[src/rtl/drdc_map.svh]
// Functional notes
// Rank 1 boundary: 10-bit sum of rank 0 and 1 sizes, 64 MB units.
// Rank 2 boundary: cumulative size of ranks 0 to 2 in bits 9:0.
// Rank 3 boundary: total of all four rank sizes in bits 9:0.
// Boundary and geometry fields ignore writes while the lock is set.
// A rank's geometry byte picks page size and bank count for its accesses.
// Geometry register: upper byte is rank 1, lower byte is rank 0.
// Geometry byte bits 6:0 are a configuration index, value n is config n.
// Geometry byte bit 7 selects bank count: 0 four banks, 1 eight banks.
// Configurations 0 to 7 map to fixed row, column and page geometries.
// Software leaves geometry bytes of unpopulated ranks at zero.
// Geometry registers sit at fixed offsets, channel 0 from 208h.
// Addresses compare with cumulative boundaries to pick a chip select.
// Boundary register bits 15:10 read as zero and ignore writes.
`ifndef DRDC_MAP_SVH
`define DRDC_MAP_SVH

`define DRDC_ADDR_W 12
`define DRDC_DATA_W 16
`define DRDC_OFF_RANK1_BOUND 12'h202
`define DRDC_OFF_RANK2_BOUND 12'h204
`define DRDC_OFF_RANK3_BOUND 12'h206
`define DRDC_OFF_RANK01_GEOM 12'h208
`define DRDC_BOUND_W 10
`define DRDC_BOUND_MSB 9
`define DRDC_CFG_MSB 6
`define DRDC_BANK8_BIT 7
`define DRDC_BOUND_RESET 10'h000
`define DRDC_GEOM_RESET 8'h00
`define DRDC_NUM_RANKS 4
`define DRDC_NUM_CFGS 8

`endif

[src/rtl/drdc_pkg.sv]
package drdc_pkg;
  typedef logic [9:0] drdc_bound_t;
  typedef logic [7:0] drdc_geom_t;
  typedef logic [3:0] drdc_row_t;
endpackage

[src/rtl/drdc_rank_decode.sv]
`timescale 1ns/100ps
`include "drdc_map.svh"
module drdc_rank_decode (
  // Clock, reset and freeze.
  input wire logic clk,
  input wire logic rst_n,
  input wire logic clk_en,
  // Register access within the hub window.
  input wire logic reg_wr,
  input wire logic reg_rd,
  input wire logic [11:0] reg_addr,
  input wire logic [1:0] reg_be,
  input wire logic [15:0] reg_wdata,
  output logic [15:0] reg_rdata,
  output logic reg_rvalid,
  // Lock and settings held elsewhere.
  input wire logic stolen_memory_lock_owner,
  input wire drdc_pkg::drdc_bound_t rank0_boundary_field,
  input wire drdc_pkg::drdc_geom_t rank2_geometry_byte,
  input wire drdc_pkg::drdc_geom_t rank3_geometry_byte,
  // Access decode request, address in 64 MB units.
  input wire logic dec_req,
  input wire logic [9:0] dec_unit,
  // Decode result.
  output logic dec_valid,
  output logic dec_miss,
  output logic [3:0] dec_chip_sel,
  output logic [6:0] dec_cfg,
  output logic dec_eight_bank,
  output logic dec_cfg_known,
  output logic [3:0] dec_row_bits,
  output logic [3:0] dec_col_bits,
  output logic dec_page_8k
);

  drdc_pkg::drdc_bound_t rank1_boundary_field;
  drdc_pkg::drdc_bound_t rank2_boundary_field;
  drdc_pkg::drdc_bound_t rank3_boundary_field;
  drdc_pkg::drdc_geom_t rank0_geometry_byte;
  drdc_pkg::drdc_geom_t rank1_geometry_byte;
  logic wr_ok;
  logic [3:0] hit;
  logic [3:0] sel_next;
  drdc_pkg::drdc_geom_t geom_next;
  logic [15:0] rdata_next;
  drdc_pkg::drdc_bound_t bound_all [`DRDC_NUM_RANKS];

  // The lock shares this clock, so it is used without a synchroniser.
  assign wr_ok = clk_en && reg_wr && !stolen_memory_lock_owner;

  // Bits 15:10 have no storage, so they ignore writes.
  always_ff @(posedge clk or negedge rst_n) begin
    if (!rst_n) begin
      rank1_boundary_field <= `DRDC_BOUND_RESET;
      rank2_boundary_field <= `DRDC_BOUND_RESET;
      rank3_boundary_field <= `DRDC_BOUND_RESET;
    end else if (wr_ok) begin
      if (reg_addr == `DRDC_OFF_RANK1_BOUND) begin
        if (reg_be[0]) begin
          rank1_boundary_field[7:0] <= reg_wdata[7:0];
        end
        if (reg_be[1]) begin
          rank1_boundary_field[9:8] <= reg_wdata[9:8];
        end
      end
      if (reg_addr == `DRDC_OFF_RANK2_BOUND) begin
        if (reg_be[0]) begin
          rank2_boundary_field[7:0] <= reg_wdata[7:0];
        end
        if (reg_be[1]) begin
          rank2_boundary_field[9:8] <= reg_wdata[9:8];
        end
      end
      if (reg_addr == `DRDC_OFF_RANK3_BOUND) begin
        if (reg_be[0]) begin
          rank3_boundary_field[7:0] <= reg_wdata[7:0];
        end
        if (reg_be[1]) begin
          rank3_boundary_field[9:8] <= reg_wdata[9:8];
        end
      end
    end
  end

  always_ff @(posedge clk or negedge rst_n) begin
    if (!rst_n) begin
      rank0_geometry_byte <= `DRDC_GEOM_RESET;
      rank1_geometry_byte <= `DRDC_GEOM_RESET;
    end else if (wr_ok && reg_addr == `DRDC_OFF_RANK01_GEOM) begin
      if (reg_be[0]) begin
        rank0_geometry_byte <= reg_wdata[7:0];
      end
      if (reg_be[1]) begin
        rank1_geometry_byte <= reg_wdata[15:8];
      end
    end
  end

  always_comb begin
    unique case (reg_addr)
      `DRDC_OFF_RANK1_BOUND: begin
        rdata_next = {6'h00, rank1_boundary_field};
      end
      `DRDC_OFF_RANK2_BOUND: rdata_next = {6'h00, rank2_boundary_field};
      `DRDC_OFF_RANK3_BOUND: rdata_next = {6'h00, rank3_boundary_field};
      `DRDC_OFF_RANK01_GEOM: rdata_next = {rank1_geometry_byte,
                                          rank0_geometry_byte};
      default: rdata_next = 16'h0000;
    endcase
  end

  // A read in the same cycle as a write returns the old value.
  always_ff @(posedge clk or negedge rst_n) begin
    if (!rst_n) begin
      reg_rdata <= 16'h0000;
      reg_rvalid <= 1'b0;
    end else if (clk_en) begin
      reg_rvalid <= reg_rd;
      if (reg_rd) begin
        reg_rdata <= rdata_next;
      end
    end
  end

  // Boundary 0 arrives from outside; the other three are held here.
  assign bound_all[0] = rank0_boundary_field;
  assign bound_all[1] = rank1_boundary_field;
  assign bound_all[2] = rank2_boundary_field;
  assign bound_all[3] = rank3_boundary_field;

  // The lowest-numbered rank whose boundary is above the address wins the chip select.
  for (genvar r = 0; r < `DRDC_NUM_RANKS; r++) begin : g_hit
    assign hit[r] = dec_unit < bound_all[r];
  end

  always_comb begin
    sel_next = 4'h0;
    geom_next = `DRDC_GEOM_RESET;
    if (hit[0]) begin
      sel_next = 4'h1;
      geom_next = rank0_geometry_byte;
    end else if (hit[1]) begin
      sel_next = 4'h2;
      geom_next = rank1_geometry_byte;
    end else if (hit[2]) begin
      sel_next = 4'h4;
      geom_next = rank2_geometry_byte;
    end else if (hit[3]) begin
      sel_next = 4'h8;
      geom_next = rank3_geometry_byte;
    end
  end

  always_ff @(posedge clk or negedge rst_n) begin
    if (!rst_n) begin
      dec_valid <= 1'b0;
      dec_miss <= 1'b0;
      dec_chip_sel <= 4'h0;
      dec_cfg <= 7'h00;
      dec_eight_bank <= 1'b0;
    end else if (clk_en) begin
      dec_valid <= dec_req && (sel_next != 4'h0);
      dec_miss <= dec_req && (sel_next == 4'h0);
      if (dec_req) begin
        dec_chip_sel <= sel_next;
        dec_cfg <= geom_next[`DRDC_CFG_MSB:0];
        dec_eight_bank <= geom_next[`DRDC_BANK8_BIT];
      end
    end
  end

  // Unknown configurations report zero geometry and a cleared known flag.
  always_ff @(posedge clk or negedge rst_n) begin
    if (!rst_n) begin
      dec_cfg_known <= 1'b0;
      dec_row_bits <= 4'h0;
      dec_col_bits <= 4'h0;
      dec_page_8k <= 1'b0;
    end else if (clk_en && dec_req) begin
      dec_cfg_known <= geom_next[6:0] < 7'(`DRDC_NUM_CFGS);
      dec_col_bits <= 4'ha;
      dec_page_8k <= 1'b1;
      unique case (geom_next[6:0])
        7'h00: dec_row_bits <= 4'hd;
        7'h01: begin
          dec_row_bits <= 4'hd;
          dec_col_bits <= 4'h9;
          dec_page_8k <= 1'b0;
        end
        7'h02: dec_row_bits <= 4'he;
        7'h03: dec_row_bits <= 4'hd;
        7'h04: dec_row_bits <= 4'hd;
        7'h05: dec_row_bits <= 4'hc;
        7'h06: dec_row_bits <= 4'he;
        7'h07: dec_row_bits <= 4'hd;
        default: begin
          dec_row_bits <= 4'h0;
          dec_col_bits <= 4'h0;
          dec_page_8k <= 1'b0;
        end
      endcase
    end
  end
endmodule // drdc_rank_decode

[config.mk]
export PLATFORM = sky130hd
export DESIGN_NAME = drdc_rank_decode
export DESIGN_NICKNAME = d
export VERILOG_FILES = /design/src/rtl/drdc_pkg.sv /design/src/rtl/drdc_rank_decode.sv
export VERILOG_INCLUDE_DIRS = /design/src /design/src/rtl
export SDC_FILE = /design/constraint.sdc
export NUM_CORES = 1
export LEC_CHECK = 0
export BUFFER_PORTS_ARGS = -buffer_cell sky130_fd_sc_hd__clkbuf_2
export CORE_ASPECT_RATIO = 1.1
export CORE_UTILIZATION = 54
export CTS_BUF_LIST = sky130_fd_sc_hd__clkbuf_16
export CTS_CLUSTER_SIZE = 8
export DETAILED_ROUTE_END_ITERATION = 8
export PLACE_DENSITY = 0.8
export SYNTH_ARGS = -nofsm -noshare
export SYNTH_HDL_FRONTEND = slang
export SYNTH_SLANG_ARGS = --single-unit
[constraint.sdc]
create_clock -name clk -period 3.7 [get_ports clk]
set_input_delay 0.555 -clock clk [delete_from_list [all_inputs] [get_ports clk]]
set_output_delay 0.555 -clock clk [all_outputs]
set_load 0.02 [all_outputs]
==> flow_summary.json <==
{
  "status": "finished clean",
  "cp_cell_sequence": "inv_1 -> ha_1 -> a21oi_1 -> a211oi_1 -> nor3_2 -> and2_4 -> nand2_2 -> o221a_2 -> or4_1 -> o31ai_2",
  "fp.dieW_um": 91.8,
  "cts_setup_buffers": 0,
  "post-route-drc-count": 0,
  "drt-total-wl_um": 11800,
  "grt_pass1_wl_um": 19300,
  "crit_required_ns": 3.95,
  "clk_latency_ns": 0.34,
  "clkTransAtPathRegs_ns": 0.06,
  "postSynthRegisterBits": 84,
  "rr_worst_depth": 10,
  "syn_to_final_growth_pct": 19.0,
  "peakVddDrop_mv": 0.226,
  "period_minus_slack_ns": 2.84,
  "power.share.sequential_pct": 44.0,
  "cpPeakStageDelay_ns": 0.55,
  "antenna_cells": 0,
  "synth.lib_cells_used.distinct": 55,
  "crit_fanout": 7,
  "yosysSeqAreaShare_pct": 43.9,
  "final_net_count": 701,
  "first_global_vias": 3950,
  "power_leakage_nw": 2.92,
  "rsz0062_at_grt": "no",
  "core_um2": 8500,
  "cts_made_buffers": 9,
  "cts.sinks": 84,
  "final.setup.tns_ns": 0,
  "async_reset_ff_share_pct": 100,
  "vias": 4078,
  "cts_tree": "built",
  "min_path_type": "input pin to async pin",
  "syn_nets": 596,
  "clock_path_buffers": 2,
  "crit_path_start_kind": "flop",
  "netlist_instances": 487,
  "p_per_area_nw_per_um2": 388,
  "tightest_slew_ns": 1.03,
  "drt_iter0_markers": 245,
  "worstPathArrival_ns": 3.09,
  "end_kind": "flop",
  "setup_violations": 0,
  "h-tree-depth": 3,
  "cts_resized": 0,
  "reg2reg_from": "rank1_boundary_field[4]",
  "critPathKind": "flop to flop",
  "grt_max_degree": 85,
  "p_int_w": 0.00160,
  "clock.fmax_mhz": 352,
  "drtAntennaViolNets": 0,
  "drive_gt1_share_pct": 30.3,
  "r2r_slack_ns": 0.86,
  "max-slew-margin-rel_pct": 31.5,
  "synth.avg_cell_area_um2": 9.82,
  "finalClockSkew_ns": 0.00376,
  "num_io_pins": 114,
  "comb_power_share_pct": 14.9,
  "slew_violations": 0,
  "fin_ws_ns": 0.860,
  "clkPwrFrac_pct": 41.1,
  "hold_viol_final": 0,
  "drv_cap": 0,
  "crit_slowest_cell": "or4_1",
  "hpwlAfterDp_um": 9200,
  "via_per_inst": 5.76,
  "antenna_found_initial": 0,
  "fp.dieH_um": 101,
  "firstDrtPassIters": 5,
  "whs_ns": 0.363,
  "p_sw_share_pct": 27.4,
  "syn_area_um2": 4780,
  "reg2reg_to": "dec_col_bits[0]",
  "place_ws_ns": 0.539,
  "cts-root-buf": "clkbuf_16",
  "globalplace.congestion": 0.885,
  "grt_use_total_pct": 27.2,
  "rows": 35,
  "start_util_pct": 56.3,
  "portBuffers": 112,
  "power_switching_w": 0.000605,
  "wl_per_cell_um": 16.7,
  "fp.dieArea_um2": 9240,
  "postCtsHoldBufs": 0,
  "ys.flop_type": "dfrtp_1",
  "fin_crit_sh_pct": 76.8,
  "yosysWarnings": 0,
  "grt_overflow_total": 0,
  "synth_edf_count": 0
}
## worst max-delay path by stage
stage / to / start / slack (ns) / cells past startpoint
after floorplan: dec_row_bits[0] / dec_unit[4] / 0.94 / 10
after global placement: dec_col_bits[0] / dec_unit[7] / 0.66 / 9
after detailed placement: dec_col_bits[0] / dec_unit[7] / 0.54 / 9
after CTS: dec_col_bits[0] / rank1_boundary_field[4] / 0.87 / 10
after global routing: dec_col_bits[0] / rank1_boundary_field[4] / 0.68 / 10
final: dec_col_bits[0] / rank1_boundary_field[4] / 0.86 / 10
## stage by stage
step | std cells | instance area (µm²) | util, % | power, W
floorplan | 487 | 4780 | - | 0.00119
global placement | 692 | 5390 | 63.4 | 0.00131
detailed placement | 692 | 5390 | 63.4 | 0.00132
CTS | 708 | 5690 | 67.0 | 0.00221
global route | 708 | 5690 | 67.0 | 0.00228
finish | 708 | 5690 | 67.0 | 0.00221
## cells in the final DEF (no fill, tap or decap), types with 4 or more instances in the layout
cell | netlist | routed
dfrtp_1 | 84 | 84
a21oi_1 | 17 | 17
o221a_2 | 5 | 5
a41oi_1 | 4 | 4
nand2_1 | 78 | 78
mux2_2 | 30 | 30
ha_1 | 36 | 36
a211oi_1 | 8 | 8
clkbuf_2 | 0 | 111
o22ai_1 | 10 | 10
nor2_1 | 15 | 15
nand3_1 | 15 | 15
o21ai_0 | 47 | 47
clkbuf_16 | 0 | 9
nor3_1 | 4 | 4
nand4_1 | 4 | 4
mux2i_1 | 10 | 10
inv_1 | 49 | 50
## worst max-delay path: cells and delay by family (launching register included)
| family | cells | cell delay, ns |
|---|---|---|
| buffers and inverters | 1 | 0.10 |
| adder cells (fa/ha/maj) | 1 | 0.27 |
| flip-flops | 1 | 0.36 |
| AO/OA/AOI/OAI | 4 | 0.75 |
| AND/OR/NAND/NOR | 4 | 1.28 |
## logic make-up after synthesis
| group | count (synthesis) | synth area share [%] |
|---|---|---|
| muxes | 40 | 9.15 |
| other | 1 | 0.0784 |
| DFF | 84 | 43.9 |
| buffers and inverters | 69 | 6.17 |
| adders and majority gates | 36 | 9.41 |
| and+or+nand+nor | 141 | 14.4 |
| AOI/OAI and AO/OA | 116 | 16.8 |
## registers in the layout, summed over array words and instances, names as in the netlist
register and cells:
reg_rvalid 1, rank1_boundary_field 10, dec_row_bits 3, rank1_geometry_byte 8
rank2_boundary_field 10, dec_cfg_known 1, dec_col_bits 3, dec_valid 1
dec_chip_sel 4, reg_rdata 16, rank3_boundary_field 10, dec_miss 1
rank0_geometry_byte 8, dec_cfg 7, dec_eight_bank 1
## layout make-up
type / instances / area (µm²)
clock inverter: 7 / 76.3
timing repair buffer: 114 / 578
sequential: 84 / 2100
fill: 689 / 2800
multi-input combinational: 334 / 2390
clock buffer: 9 / 225
inverter: 49 / 184
tap: 111 / 139
## metal layers
metal	GRT usage, %	share of wire (%)
met4	11.8	2.3
met5	0	0
met2	46.9	51
met3	3.54	4.9
met1	34.8	42
## power groups by stage
| stage | clock [W] | sequential (W) | combinational [W] |
|---|---|---|---|
| after floorplan | 0 | 0.00103 | 0.000156 |
| after global placement | 0 | 0.000988 | 0.000319 |
| after detailed placement | 0 | 0.000990 | 0.000328 |
| after CTS | 0.000911 | 0.000972 | 0.000331 |
| after global routing | 0.000942 | 0.000976 | 0.000363 |
| final | 0.000909 | 0.000972 | 0.000328 |
## synthesized netlist by cell type (all sizes together), types with 2 or more instances
| cell | n | area, µm² |
|---|---|---|
| a211o | 2 | 17.5 |
| a211oi | 9 | 72.6 |
| a21oi | 17 | 85.1 |
| a22o | 2 | 17.5 |
| a2bb2oi | 2 | 17.5 |
| a31o | 2 | 17.5 |
| a41oi | 4 | 35.0 |
| and2 | 5 | 36.3 |
| and3 | 2 | 12.5 |
| buf | 9 | 70.1 |
| clkbuf | 11 | 41.3 |
| dfrtp | 84 | 2100 |
| ha | 36 | 450 |
| inv | 49 | 184 |
| mux2 | 30 | 338 |
| mux2i | 10 | 100 |
| nand2 | 80 | 305 |
| nand2b | 2 | 12.5 |
| nand3 | 15 | 75.1 |
| nand3b | 2 | 15.0 |
| nand4 | 4 | 25.0 |
| nor2 | 15 | 56.3 |
| nor2b | 2 | 12.5 |
| nor3 | 7 | 56.3 |
| nor4b | 2 | 23.8 |
| o21ai | 49 | 257 |
| o221a | 5 | 56.3 |
| o22ai | 10 | 62.6 |
| o2bb2ai | 2 | 17.5 |
| o311ai | 5 | 61.3 |
| or3 | 2 | 12.5 |
No activity file was read; power rests on OpenSTA's default activity.
